`config.mk`:
```
export PLATFORM = sky130hd
export DESIGN_NAME = cpu_expansion_bus_cycle_bridge
export DESIGN_NICKNAME = d
export VERILOG_FILES = /design/src/cycle_bridge_pkg.sv /design/src/tstate_if.sv /design/src/clock_phase_divider.sv /design/src/cpu_expansion_bus_cycle_bridge.sv
export VERILOG_INCLUDE_DIRS = /design/src
export SDC_FILE = /design/constraint.sdc
export NUM_CORES = 1
export LEC_CHECK = 0
export BUFFER_PORTS_ARGS = -buffer_cell sky130_fd_sc_hd__buf_2
export CAP_MARGIN = 0
export CORE_AREA = 4 4 71 73
export DETAILED_ROUTE_END_ITERATION = 8
export DIE_AREA = 0 0 75 77
export HOLD_SLACK_MARGIN = 0.03
export PLACE_DENSITY = 0.93
export SYNTH_ARGS = -nofsm -noshare
export SYNTH_HDL_FRONTEND = slang
export SYNTH_HIERARCHICAL = 1
export SYNTH_SLANG_ARGS = --single-unit
```
`constraint.sdc`:
```
create_clock -name core_clk -period 3.3 [get_ports core_clk]
set_clock_uncertainty 0.15 [all_clocks]
set_input_delay 0.33 -clock core_clk [delete_from_list [all_inputs] [get_ports core_clk]]
set_output_delay 0.33 -clock core_clk [all_outputs]
set_load 0.005 [all_outputs]
```
`src/cycle_bridge_defs.svh`:
```
// Purpose: constants of the processor to expansion-bus cycle bridge
// Assumes: core_clk is the doubled-rate oscillator, 100 MHz
// Notes:   definitions only
`ifndef CYCLE_BRIDGE_DEFS_SVH
`define CYCLE_BRIDGE_DEFS_SVH

// ==========================================================
// register map
`define BTC_IO_ADDR        16'hFC80
`define BTC_RESET          8'h00
`define BTC_MODE_SEL_BIT   2
`define BTC_WAIT16_LSB     3
`define BTC_WAIT8_LSB      5

// ==========================================================
// timing
`define OSC_PERIOD_NS      10
`define TSTATE_OSC_CYCLES  4
`define WAIT8_BASE         3'h2
`define PHASE_START        2'h0
`define PHASE_SECOND       2'h2
`define PHASE_LAST         2'h3

`endif

```
`src/cycle_bridge_pkg.sv`:
```
// Purpose: types shared by the cycle bridge modules
// Assumes: constants live in cycle_bridge_defs.svh
// Notes:   none
package cycle_bridge_pkg;

  // ==========================================================
  // sequencer states
  typedef enum logic [2:0] {
    st_idle,
    st_status,
    st_command,
    st_wait,
    st_register
  } seq_state_type;

  // ==========================================================
  // complete sequencer state
  typedef struct packed {
    seq_state_type state;
    logic          mem;
    logic          wr;
    logic          odd;
    logic          sixteen;
    logic          cs16;
    logic          second;
    logic          zws;
    logic [2:0]    waits;
    logic [7:0]    hold;
    logic [7:0]    ctrl;
    logic [7:0]    lo_out;
    logic [6:0]    la;
  } seq_regs_type;

  typedef struct packed {
    logic [1:0] cnt;
  } div_regs_type;

endpackage

```
`src/tstate_if.sv`:
```
// Purpose: carries the T-state phase from the divider to the sequencer
// Assumes: one phase step per rising core_clk edge
// Notes:   none
interface tstate_if;
  logic [1:0] phase;
  modport divider (output phase);
  modport sequencer (input phase);
endinterface

```
`src/clock_phase_divider.sv`:
```
// Purpose: derives processor and bus clocks and the T-state phase
// Assumes: core_clk is the doubled-rate oscillator
// Notes:   only the slow synchronous ratio is built
`include "cycle_bridge_defs.svh"

module clock_phase_divider (
  input  wire logic core_clk,
  input  wire logic reset_n,
  tstate_if.divider tp,
  output logic      processor_clock_out,
  output logic      expansion_bus_clock
);

  cycle_bridge_pkg::div_regs_type r_q;
  cycle_bridge_pkg::div_regs_type r_d;

  // ==========================================================
  // divider
  always_comb begin
    r_d     = r_q;
    r_d.cnt = r_q.cnt + 2'h1;
  end

  always_ff @(posedge core_clk or negedge reset_n) begin
    if (!reset_n) begin
      r_q <= '0;
    end else begin
      r_q <= r_d;
    end
  end

  assign processor_clock_out = r_q.cnt[0];
  assign expansion_bus_clock = r_q.cnt[1];
  assign tp.phase            = r_q.cnt;
endmodule // clock_phase_divider

```
`src/cpu_expansion_bus_cycle_bridge.sv`:
```
// Purpose: runs processor cycles onto the expansion bus in slow synchronous mode
// Assumes: processor status and inputs are synchronous to core_clk
// Notes:   other clock modes are not built; a set mode select bit is only reported
`include "cycle_bridge_defs.svh"

module cpu_expansion_bus_cycle_bridge (
  input  wire logic        core_clk,
  input  wire logic        reset_n,
  input  wire logic [23:0] cpu_addr,
  input  wire logic        cpu_mem_io,
  input  wire logic        cpu_s0_n,
  input  wire logic        cpu_s1_n,
  input  wire logic        byte_high_enable_n,
  input  wire logic [7:0]  cpu_lo_data_in,
  input  wire logic [7:0]  exp_lo_data_in,
  input  wire logic        memcs16_n,
  input  wire logic        iocs16_n,
  input  wire logic        zero_ws_n,
  input  wire logic        io_ch_rdy,
  output logic             processor_clock_out,
  output logic             expansion_bus_clock,
  output logic             sys_addr_latch_strobe,
  output logic             bus_addr_latch_enable,
  output logic             fast_upper_addr_latch,
  output logic [6:0]       local_upper_addr,
  output logic             sys_addr_bit0,
  output logic             low_lane_buf_en_n,
  output logic             high_lane_buf_en_n,
  output logic             byte_swap_buf_en_n,
  output logic             data_xmit_recv_dir,
  output logic [7:0]       cpu_lo_data_out,
  output logic             cpu_lo_data_oe_n,
  output logic             mem_read_n,
  output logic             mem_write_n,
  output logic             io_read_n,
  output logic             io_write_n,
  output logic             cpu_ready_n,
  output logic             bus_command_state,
  output logic             slow_mode_active
);

  tstate_if tp ();

  clock_phase_divider u_div (
    .core_clk            (core_clk),
    .reset_n             (reset_n),
    .tp                  (tp),
    .processor_clock_out (processor_clock_out),
    .expansion_bus_clock (expansion_bus_clock)
  );

  cycle_bridge_pkg::seq_regs_type r_q;
  cycle_bridge_pkg::seq_regs_type r_d;

  logic [1:0] ph;
  logic       ph_late;
  logic       st_req;
  logic       in_status;
  logic       in_cmd_state;
  logic       in_wait;
  logic       in_data;
  logic       wide;
  logic       conv;
  logic       hi_path;
  logic       fast16;
  logic       cmd_on;
  logic       finish;
  logic       final_byte;
  logic [2:0] prog_waits;

  // ==========================================================
  // decode helpers
  assign ph           = tp.phase;
  assign ph_late      = ph[1];
  assign st_req       = !(cpu_s0_n && cpu_s1_n);
  assign in_status    = r_q.state == cycle_bridge_pkg::st_status;
  assign in_cmd_state = r_q.state == cycle_bridge_pkg::st_command;
  assign in_wait      = r_q.state == cycle_bridge_pkg::st_wait;
  assign wide         = r_q.sixteen && r_q.cs16;
  assign conv         = r_q.sixteen && !r_q.cs16;
  assign hi_path      = (!r_q.sixteen && r_q.odd) || (conv && r_q.second);
  assign final_byte   = !conv || r_q.second;

  // 16-bit memory select is looked at before the registered copy exists
  assign fast16 = r_q.mem && r_q.sixteen && !r_q.second
                  && ((ph == `PHASE_START) ? !memcs16_n : r_q.cs16);

  always_comb begin
    if (r_q.sixteen && r_q.cs16) begin
      prog_waits = {1'b0, r_q.ctrl[`BTC_WAIT16_LSB +: 2]};
    end else begin
      prog_waits = `WAIT8_BASE + {1'b0, r_q.ctrl[`BTC_WAIT8_LSB +: 2]};
    end
  end

  // zero-wait beats both programmed waits and channel ready
  always_comb begin
    if (in_cmd_state) begin
      finish = r_q.zws || (prog_waits == 3'h0 && io_ch_rdy);
    end else begin
      finish = r_q.zws || (r_q.waits <= 3'h1 && io_ch_rdy);
    end
  end

  // ==========================================================
  // sequencer
  always_comb begin
    r_d = r_q;
    if (fast_upper_addr_latch) begin
      r_d.la = r_q.la;
    end else begin
      r_d.la = cpu_addr[23:17];
    end
    case (r_q.state)
      cycle_bridge_pkg::st_idle: begin
        if (ph == `PHASE_START && st_req) begin
          r_d.state  = cycle_bridge_pkg::st_status;
          r_d.second = 1'b0;
        end
      end
      cycle_bridge_pkg::st_status: begin
        if (ph == `PHASE_SECOND && !r_q.second) begin
          r_d.mem     = cpu_mem_io;
          r_d.wr      = cpu_s1_n && !cpu_s0_n;
          r_d.odd     = cpu_addr[0];
          r_d.sixteen = !cpu_addr[0] && !byte_high_enable_n;
          r_d.cs16    = 1'b0;
        end
        if (ph == `PHASE_LAST) begin
          r_d.zws = 1'b0;
          if (!r_q.mem && cpu_addr[15:0] == `BTC_IO_ADDR) begin
            r_d.state  = cycle_bridge_pkg::st_register;
            r_d.lo_out = r_q.ctrl;
          end else begin
            r_d.state = cycle_bridge_pkg::st_command;
          end
        end
      end
      cycle_bridge_pkg::st_command, cycle_bridge_pkg::st_wait: begin
        if (ph == `PHASE_START && in_cmd_state && r_q.mem && !r_q.second) begin
          r_d.cs16 = r_q.sixteen && !memcs16_n;
        end
        if (ph == `PHASE_SECOND) begin
          if (in_cmd_state && !r_q.mem && !r_q.second) begin
            r_d.cs16 = r_q.sixteen && !iocs16_n;
          end
          r_d.zws = !zero_ws_n;
        end
        if (ph == `PHASE_LAST) begin
          if (finish) begin
            r_d.zws = 1'b0;
            if (final_byte) begin
              r_d.state = cycle_bridge_pkg::st_idle;
            end else begin
              r_d.state  = cycle_bridge_pkg::st_status;
              r_d.second = 1'b1;
              if (!r_q.wr) begin
                r_d.hold   = exp_lo_data_in;
                r_d.lo_out = exp_lo_data_in;
              end
            end
          end else if (in_cmd_state) begin
            r_d.state = cycle_bridge_pkg::st_wait;
            r_d.waits = prog_waits;
          end else if (r_q.waits != 3'h0) begin
            r_d.waits = r_q.waits - 3'h1;
          end
        end
      end
      cycle_bridge_pkg::st_register: begin
        if (ph == `PHASE_SECOND && r_q.wr) begin
          r_d.ctrl = cpu_lo_data_in;
        end
        if (ph == `PHASE_LAST) begin
          r_d.state = cycle_bridge_pkg::st_idle;
        end
      end
      default: begin
        r_d.state = cycle_bridge_pkg::st_idle;
      end
    endcase
  end

  always_ff @(posedge core_clk or negedge reset_n) begin
    if (!reset_n) begin
      r_q       <= '0;
      r_q.state <= cycle_bridge_pkg::st_idle;
      r_q.ctrl  <= `BTC_RESET;
    end else begin
      r_q <= r_d;
    end
  end

  // ==========================================================
  // address strobes
  assign sys_addr_latch_strobe = in_status && ph_late;
  assign bus_addr_latch_enable = in_status && ph_late;
  assign fast_upper_addr_latch = (in_status && ph_late) || (in_cmd_state && !ph_late);
  assign local_upper_addr      = r_q.la;
  assign sys_addr_bit0         = r_q.second ? 1'b1 : cpu_addr[0];
  assign bus_command_state     = in_cmd_state;

  // ==========================================================
  // commands; the half-state delay buys address setup for slow boards
  assign cmd_on      = in_wait || (in_cmd_state && (ph_late || fast16));
  assign mem_read_n  = !(cmd_on && r_q.mem && !r_q.wr);
  assign mem_write_n = !(cmd_on && r_q.mem && r_q.wr);
  assign io_read_n   = !(cmd_on && !r_q.mem && !r_q.wr);
  assign io_write_n  = !(cmd_on && !r_q.mem && r_q.wr);
  assign cpu_ready_n = !((in_cmd_state || in_wait) && ph == `PHASE_LAST
                         && finish && final_byte)
                       && !(r_q.state == cycle_bridge_pkg::st_register && ph == `PHASE_LAST);

  // ==========================================================
  // data lanes; low lane is off whenever the swap path is on to avoid contention
  assign in_data            = in_wait || (in_cmd_state && ph != `PHASE_START);
  assign low_lane_buf_en_n  = !(in_data && !hi_path);
  assign high_lane_buf_en_n = !(in_data && (wide || hi_path));
  assign byte_swap_buf_en_n = !(in_data && hi_path);
  assign data_xmit_recv_dir = r_q.wr;
  assign cpu_lo_data_out    = r_q.lo_out;
  assign cpu_lo_data_oe_n   = !((in_data && conv && r_q.second && !r_q.wr)
                                || (r_q.state == cycle_bridge_pkg::st_register && !r_q.wr));
  assign slow_mode_active   = !r_q.ctrl[`BTC_MODE_SEL_BIT];
endmodule // cpu_expansion_bus_cycle_bridge

```
==> run metrics, run 1 <==
Worst Setup Start Kind flip-flop; Std-Cell Rows 24; worst skew pair latency 290 ps; Max VDD drop 0.2642 mV; Die ar. 0.005775 mm2; Max Cap Violations 0; number of enable flip-flop cells after synthesis 0; total CTS buffers 5; Fmax 0.3863 GHz; final std cells w/o fill 352; worst setup margin 711.3 ps; Synth warnings 6; Worst Path Required 2820 ps; initial core utilization 0.5362; layout cells sized above 1 0.4200; area grow syn2layout 15.92%; critical-path cell list nor4b_1 -> a31oi_1 -> nand2_1 -> and3_1 -> o21ai_0 -> buf_2; crit end category output pin; Tot GR Track Use 0.1895; final setup TNS 0 ps; CP Max Fanout 15; Boundary Pins 83; Stages on worst setup path 6; # setup viols final 0; nets 352; Hold EP r_q[37]$_DFFE_PN0P_; gr ovfl total 0; pwr/cell area 652.0 mW/mm2; CTS tree yes; final wirelength 5281 um; post-synthesis net count 291; wire length per cell 15.00 um; Synth async-reset ratio 1.000; Crit Path Class reg -> out; delay-heaviest family, CP flip-flops; Period Utilization, post-route 0.7845; vias per cell 5.554; post-CTS setup buffers 0; flop-to-flop setup slack 850 ps; Synth cell types 52; hold path startpoint byte_high_enable_n; dpl hpwl 3919 um; start of the worst register-to-register path r_q[41]$_DFFE_PN0P_; total number of vias 1955; P_leak 0.001309 uW; CP peak stage delay 660 ps; initial antenna violation count 0; DIE WIDTH 75 um; final hold viol count 0; Mapped Area 0.002335 mm2; pre-CTS WS 892.3 ps; status completed; H-tree depth 2; die height 77 um; depth of the worst hold-timing path 2; max-slew violations 0; gpl congestion 0.8967; first-pass GRT wire length 8535 um; Max clock buf depth 2; largest net degree at the start of global routing 39; vias in the first global route 1884; post-route ant nets 0; Slew Limit Headroom 0.4419; DP Area 0.002601 mm2; root buf cell clkbuf_8; floorplan core area 0.004354 mm2; diode count 0; RSZ-0062 raised after global routing false; Seq cells post-synth 38; synthesized area per cell 9.810 um2; DRT iter0 DRCs 120; Initial DRT Pass Iterations 4; Buf+Inv Stages, Crit Path 1; sequential area share after synthesis 0.4073; Clock Pin Slew Worst Setup and Hold Paths 80 ps; Sink Count 38; HP Class in -> reg; Tmin final 2589 ps; R2R depth 5; Syn Inst Count 238; placed cell count 343; port bufs 81; Crit-path slowest cell dfrtp_1; capturing point of the worst reg2reg path cpu_lo_data_out[5]$_DFFE_PN0P_; Post-Layout Inst Area 0.002706 mm2; DRC 0; Worst Path Arrival 2110 ps; Fillers 369; measured slew at the worst slew-check pin 837.1 ps; Main synth FF type dfrtp_1
## state kept, by name (all words and copies together), names as in the netlist
register / count
local_upper_addr: 7
r_q: 20
data_xmit_recv_dir: 1
cpu_lo_data_out: 8
u_div/tp.phase: 2
## placed cells by master (no fill, tap or decap), types with 2 or more instances in the layout
| master | count |
|---|---|
| nor4b_1 | 3 |
| o22a_1 | 2 |
| clkbuf_8 | 6 |
| nor2b_1 | 3 |
| nand2_1 | 37 |
| nand2b_1 | 5 |
| mux2_4 | 8 |
| inv_1 | 6 |
| o21bai_1 | 2 |
| xor2_1 | 2 |
| nand3_1 | 10 |
| a31oi_1 | 2 |
| dfrtp_1 | 38 |
| ha_1 | 3 |
| o31ai_1 | 2 |
| nor3_1 | 7 |
| and3_1 | 3 |
| nor3b_1 | 2 |
| mux2_2 | 16 |
| nand3b_1 | 4 |
| buf_2 | 81 |
| nor2_1 | 11 |
| nand4_1 | 2 |
| o21ai_0 | 10 |
| a21oi_1 | 6 |
## layer usage
metal	track usage	vias up	part of all wire
met1	0.2256	923	0.39
li1	-	942	-
met5	0	-	0
met3	0.03922	11	0.076
met4	0.07651	0	0.023
met2	0.3232	79	0.51
## stage by stage
step | hold WS [ps] | utilization | power [uW]
after global placement | 316.5 | 0.5974 | 1405
after global routing | 70.61 | 0.6216 | 1895
after CTS | 72.01 | 0.6216 | 1774
after detailed placement | 332.5 | 0.5974 | 1433
after floorplan | -115.6 | - | 1282
final | 72.47 | 0.6216 | 1765
## what timing repair did
action | 4_1_cts | 5_1_grt
resized for setup | 0 | 0
hold buffers | 1 | 0
endpoints found under the hold margin | 38 | 0
## cells by family after synthesis
logic type | Yosys count | synth area share
adder cells (fa/ha/maj) | 3 | 0.01608
multiplexers | 24 | 0.1286
flip-flops | 38 | 0.4073
AND/OR/NAND/NOR | 99 | 0.2304
AO/OA/AOI/OAI | 36 | 0.1083
XOR/XNOR | 2 | 0.007504
buffers and inverters | 36 | 0.1018
## cell type report
type / count / area [um2] / area share
multi-input combinational: 164 / 1146 / 0.4235
timing repair buffer: 83 / 422.9 / 0.1563
sequential: 38 / 950.9 / 0.3514
clock buffer: 6 / 82.58 / 0.03051
tap: 52 / 65.06 / 0.02404
clock inverter: 2 / 12.51 / 0.004623
inverter: 7 / 26.28 / 0.009709
## report_power, final
part | switching [uW] | internal [uW] | leakage (uW)
Combinational | 336 | 364 | 0.000789
Clock | 169 | 168 | 0.0000472
Sequential | 148 | 581 | 0.000473
Total | 652 | 1110 | 0.00131
## worst max-delay path by stage
| stage | from | to |
|---|---|---|
| 6_report | r_q[41]$_DFFE_PN0P_ | cpu_ready_n |
| 5_1_grt | r_q[41]$_DFFE_PN0P_ | cpu_ready_n |
| 4_1_cts | r_q[41]$_DFFE_PN0P_ | cpu_ready_n |
| 3_5_place_dp | r_q[41]$_DFFE_PN0P_ | cpu_lo_data_out[4]$_DFFE_PN0P_ |
| 3_3_place_gp | r_q[42]$_DFFE_PN0P_ | cpu_lo_data_out[7]$_DFFE_PN0P_ |
| 2_1_floorplan | u_div/tp.phase[0]$_DFF_PN0_ | cpu_lo_data_out[0]$_DFFE_PN0P_ |
## cell usage after synthesis, types with 4 or more instances
master	n	area, um2
dfrtp_1	38	950.9
nand2_1	37	138.9
buf_4	18	135.1
mux2_2	16	180.2
nor2_1	11	41.29
nand3_1	10	50.05
o21ai_0	10	50.05
mux2_4	8	120.1
nor3_1	7	35.03
a21oi_1	6	30.03
inv_1	6	22.52
nand2b_1	5	31.28
buf_2	4	20.02
buf_6	4	45.04
nand3b_1	4	30.03
Note: power is estimated with default switching activity, not from simulation.
==> run 2, diff against run 1 <==
--- a/config.mk
+++ b/config.mk
@@ -6,13 +6,14 @@
 export SDC_FILE = /design/constraint.sdc
 export NUM_CORES = 1
 export LEC_CHECK = 0
+export ABC_AREA = 1
 export BUFFER_PORTS_ARGS = -buffer_cell sky130_fd_sc_hd__buf_2
 export CAP_MARGIN = 0
-export CORE_AREA = 4 4 71 73
+export CORE_AREA = 4 4 78 80
 export DETAILED_ROUTE_END_ITERATION = 8
-export DIE_AREA = 0 0 75 77
+export DIE_AREA = 0 0 82 84
 export HOLD_SLACK_MARGIN = 0.03
-export PLACE_DENSITY = 0.93
+export PLACE_DENSITY = 0.83
 export SYNTH_ARGS = -nofsm -noshare
 export SYNTH_HDL_FRONTEND = slang
 export SYNTH_HIERARCHICAL = 1
==> constraint.sdc (replaced) <==
create_clock -name core_clk -period 2.2 [get_ports core_clk]
set_clock_uncertainty 0.15 [all_clocks]
set_input_delay 0.22 -clock core_clk [delete_from_list [all_inputs] [get_ports core_clk]]
set_output_delay 0.22 -clock core_clk [all_outputs]
set_load 0.005 [all_outputs]
==> run 2 against run 1 <==
  * Power grew 80%
  * Combinational power grew 110%
  * Sequential share of layout area shrank 3.5 points
  * Non-clock buffer count grew 21
  * Sequential power grew 52%
  * Register-to-register slack lost 500 ps
  * Core utilization shrank 6.2 points
  * Cell area grew 12%
  * First-iteration DRC count grew 6.7%
  * Critical path type unchanged
  * Largest cell class unchanged
  * Largest power group is now combinational cells
==> run metrics, run 2 <==
status completed; sequential area share after synthesis 0.4036; Main synth FF type dfrtp_1; final hold viol count 0; Std-Cell Rows 27; pre-CTS WS 391.5 ps; first-pass GRT wire length 10350 um; worst skew pair latency 290 ps; DRT iter0 DRCs 128; post-route ant nets 0; measured slew at the worst slew-check pin 337.8 ps; placed cell count 455; most frequent cells after synthesis 100 x nand2_1, 39 x inv_1, 38 x dfrtp_1, 20 x o21ai_0, 20 x o21ai_1; Seq cells post-synth 38; met3 Use GR 0.03888; total CTS buffers 5; main area contributors after synthesis dfrtp_1 40%, nand2_1 16%, inv_1 6.2%; post-synthesis net count 374; HP Class in -> reg; Die ar. 0.006888 mm2; port bufs 81; Synth async-reset ratio 1.000; area grow syn2layout 28.47%; layout cells sized above 1 0.2990; final wirelength 5918 um; Synth warnings 6; worst setup margin 132.1 ps; Synth cell types 31; Mapped Area 0.002356 mm2; commonest non-fill, non-tap cells in the layout 100 x nand2_1, 81 x buf_2, 39 x inv_1; Crit Path Class reg -> out; crit end category output pin; final std cells w/o fill 480; Boundary Pins 83; Max clock buf depth 2; Tot GR Track Use 0.1889; max-slew violations 0; Worst Path Required 1830 ps; largest area contributor in the netlist dfrtp_1; Syn Inst Count 321; H-tree depth 2; Top Usage Layer GRT met2; Clock Pin Slew Worst Setup and Hold Paths 80 ps; Max Cap Violations 0; pwr/cell area 1049 mW/mm2; RSZ-0062 raised after global routing true; Worst Setup Start Kind flip-flop; GR Util met2 0.3262; largest net degree at the start of global routing 17; nets 461; met1 Usage GRT 0.2344; final setup TNS 0 ps; DIE WIDTH 82 um; DRC 0; post-CTS setup buffers 0; floorplan core area 0.005405 mm2; final core occ 0.5600; initial antenna violation count 0; vias per cell 4.890; Period Utilization, post-route 0.9399; P_leak 0.001577 uW; Max VDD drop 0.6444 mV; Initial DRT Pass Iterations 4; wire length per cell 12.33 um; Worst Path Arrival 1700 ps; Tmin final 2068 ps; most common library cell in the layout ignoring fill and taps nand2_1; Largest Register r_q; max reg flops 20; diode count 0; dpl hpwl 4651 um; CP Max Fanout 10; root buf cell clkbuf_8; CTS tree yes; vias in the first global route 2309; Fmax 0.4836 GHz; gr ovfl total 0; initial core utilization 0.4359; synthesized area per cell 7.340 um2; top-count cell post-synth nand2_1; gpl congestion 0.8949; die height 84 um; number of enable flip-flop cells after synthesis 0; # setup viols final 0; Slew Limit Headroom 0.7742; Sink Count 38; Yosys top cell area share 0.4036; total number of vias 2347
## run 2: area by class of cell
class | count | area (um2)
fill | 522 | 2379
inverter | 46 | 175.2
timing repair buffer | 104 | 623.1
clock inverter | 1 | 30.03
tap | 72 | 90.09
multi-input combinational | 213 | 1069
clock buffer | 6 | 82.58
sequential | 38 | 957.2
## run 2: cell families after synthesis
| kind of cell | count (synthesis) | synth area share |
|---|---|---|
| compound gates | 53 | 0.1269 |
| fa+ha+maj | 3 | 0.01593 |
| buf+inv | 70 | 0.1482 |
| flops | 38 | 0.4036 |
| simple gates | 157 | 0.3054 |
## run 2: layer usage
layer | vias up | share of wire
met5 | - | 0
met4 | 0 | 0.011
met3 | 8 | 0.049
met2 | 70 | 0.53
met1 | 1083 | 0.41
li1 | 1186 | -
## run 2: final timing paths
| path | cells past startpoint | startpoint | to | slack, ps |
|---|---|---|---|---|
| hold / removal | 3 | cpu_s1_n | data_xmit_recv_dir$_DFFE_PN0P_ | 40 |
| setup reg to reg | 8 | r_q[42]$_DFFE_PN0P_ | r_q[35]$_DFFE_PN0P_ | 350 |
| setup / recovery | 9 | r_q[42]$_DFFE_PN0P_ | cpu_ready_n | 130 |
| min in group asynchronous | 2 | reset_n | cpu_lo_data_out[4]$_DFFE_PN0P_ | 170 |
| hold reg to reg | 2 | cpu_lo_data_out[2]$_DFFE_PN0P_ | cpu_lo_data_out[2]$_DFFE_PN0P_ | 320 |
| max in group asynchronous | 3 | reset_n | u_div/tp.phase[1]$_DFF_PN0_ | 1230 |
## run 2: what timing repair did
action,4_1_cts,5_1_grt
hold endpoints to repair,55,0
hold buffers,18,0
resized for setup,0,8
endpoints found under the setup margin,0,5
## run 2: worst max-delay path, cell delays in order (launching register included)
cell	delay (ps)
dfrtp_1	480
nand3_4	220
inv_4	90
o21ai_2	70
nand3_2	120
nand2_1	80
nand2_1	70
o21ai_1	130
inv_1	40
buf_2	120
## run 2: power by group
group	switching, uW	internal [uW]	total (uW)
combinational	906	562	1470
clock	238	363	600
sequential	187	919	1110
total	1330	1840	3170
## run 2: metrics by stage
stage	hold WS (ps)	power, uW	area (um2)
after floorplan	-225.6	2230	2356
after global placement	-59.95	2462	2715
after detailed placement	-60.75	2525	2715
after CTS	41.42	3165	3008
after global routing	63.93	3480	3027
final	44.50	3175	3027
==> run 3, diff against run 2 <==
--- a/config.mk
+++ b/config.mk
@@ -14,6 +14,7 @@
 export DIE_AREA = 0 0 82 84
 export HOLD_SLACK_MARGIN = 0.03
 export PLACE_DENSITY = 0.83
+export REMOVE_ABC_BUFFERS = 1
 export SYNTH_ARGS = -nofsm -noshare
 export SYNTH_HDL_FRONTEND = slang
 export SYNTH_HIERARCHICAL = 1
==> run 3 against run 2 <==
  * Worst hold slack worse by 6.2 ps
  * Die area unchanged
  * Non-clock buffer count up 5
  * First-iteration DRC count down 15%
  * Setup slack worse by 5.5 ps
==> run metrics, run 3 (synthesis results as in run 2) <==
status completed; root buf cell clkbuf_8; R2R depth 9; Tmin final 2073 ps; Boundary Pins 83; depth of the worst hold-timing path 3; Worst Path Required 1830 ps; crit end category output pin; Slew Limit Headroom 0.4322; P_leak 0.001589 uW; H-tree depth 2; Hold EP data_xmit_recv_dir$_DFFE_PN0P_; capturing point of the worst reg2reg path cpu_lo_data_out[6]$_DFFE_PN0P_; wire length per cell 12.02 um; max reg flops 20; Max VDD drop 0.4777 mV; post-route ant nets 0; NetSw 1340 uW; DIE WIDTH 82 um; max-slew violations 0; DRC 0; HP Class in -> reg; # setup viols final 0; die height 84 um; Clock Pin Slew Worst Setup and Hold Paths 80 ps; diode count 0; Largest Register r_q; commonest non-fill, non-tap cells in the layout 100 x nand2_1, 81 x buf_2, 38 x inv_1; Std-Cell Rows 27; Hold WS 38.32 ps; initial antenna violation count 0; sequential power share 0.354; Worst Setup Start Kind flip-flop; clock power share 0.159; Tot GR Track Use 0.1771; flop-to-flop setup slack 390 ps; layout cells sized above 1 0.3116; floorplan core area 0.005405 mm2; vias in the first global route 2327; vias per cell 4.893; total power 3129 uW; measured slew at the worst slew-check pin 851.7 ps; gr ovfl total 0; Sw Ratio 0.4282; final hold viol count 0; largest net degree at the start of global routing 39; start of the worst register-to-register path r_q[43]$_DFFE_PN0P_; worst skew pair latency 290 ps; port bufs 81; total number of vias 2378; Die ar. 0.006888 mm2; final wirelength 5842 um; gpl congestion 0.8647; Crit Path Class reg -> out; Max Cap Violations 0; area grow syn2layout 29.63%; dpl hpwl 4258 um; final std cells w/o fill 486; most common library cell in the layout ignoring fill and taps nand2_1; hold path startpoint cpu_s1_n; internal power 1789 uW; total CTS buffers 5; Worst Path Arrival 1700 ps; Max clock buf depth 2; placed cell count 454; first-pass GRT wire length 9770 um; Sink Count 38; Initial DRT Pass Iterations 5; initial core utilization 0.4359; nets 466; CP Max Fanout 8; Comb pwr share 0.487; final setup TNS 0 ps; DRT iter0 DRCs 109; Fmax 0.4823 GHz; Period Utilization, post-route 0.9424; CTS tree yes; pwr/cell area 1024 mW/mm2
-- run 3: changes by cell type in the layout (fill, tap and decap cells not counted), sizes merged --
cell	delta
clkbuf	+1
bufinv	-1
clkinv	+1
buf	+5
-- run 3: how the worst max path moves through the flow --
stage	startpoint	to	slack, ps	cells after the start
floorplan	r_q[42]$_DFFE_PN0P_	cpu_lo_data_out[0]$_DFFE_PN0P_	530	6
global placement	r_q[41]$_DFFE_PN0P_	cpu_lo_data_out[1]$_DFFE_PN0P_	360	7
detailed placement	r_q[43]$_DFFE_PN0P_	cpu_lo_data_out[6]$_DFFE_PN0P_	330	7
CTS	r_q[41]$_DFFE_PN0P_	mem_write_n	10	7
global route	r_q[42]$_DFFE_PN0P_	cpu_ready_n	-2	9
finish	r_q[43]$_DFFE_PN0P_	cpu_ready_n	130	9
-- run 3: per-layer routing --
metal / routed length [um] / GRT usage / vias up / share of wire
met3: 424 / 0.03888 / 11 / 0.073
met4: 63 / 0.04834 / 0 / 0.011
met2: 2773 / 0.2932 / 102 / 0.47
met5: 0 / 0 / - / 0
li1: - / - / 1196 / -
met1: 2580 / 0.2289 / 1069 / 0.44
-- run 3: final cells by class --
type | instances | area, um2
repair buffers | 109 | 660.6
fillers | 540 | 2351
flip-flops and latches | 38 | 958.4
inverters | 46 | 177.7
clock inverters | 1 | 5.005
well taps | 72 | 90.09
multi-input cells | 213 | 1076
clock buffers | 7 | 86.33
-- run 3: power groups by stage --
stage	Combinational, uW	Clock (uW)	Sequential, uW
floorplan	921	0	1090
global placement	1360	0	1100
detailed placement	1410	0	1110
CTS	1440	514	1100
global route	1740	534	1130
finish	1520	498	1110
-- run 3: worst max-delay path, stage by stage, from the launching register on --
cell	delay (ps)
dfrtp_2	440
inv_2	90
nand3_4	160
nand3_2	110
nand3_2	120
nand2_1	80
nand2_1	70
o21ai_1	140
inv_1	80
buf_2	130
-- run 3: through the flow --
step	worst slack [ps]	instance area, um2	utilization
3_5_place_dp	329.7	2708	0.5009
2_1_floorplan	534.2	2182	-
6_report	126.6	3054	0.5650
4_1_cts	10.55	2979	0.5512
3_3_place_gp	356.4	2708	0.5009
5_1_grt	-2.016	3054	0.5650
-- run 3: repair_timing --
action,in CTS,in global routing
endpoints found under the hold margin,55,0
hold buffers,18,0
gates resized for setup,0,12
setup endpoints to repair,0,6
setup buffers,0,6
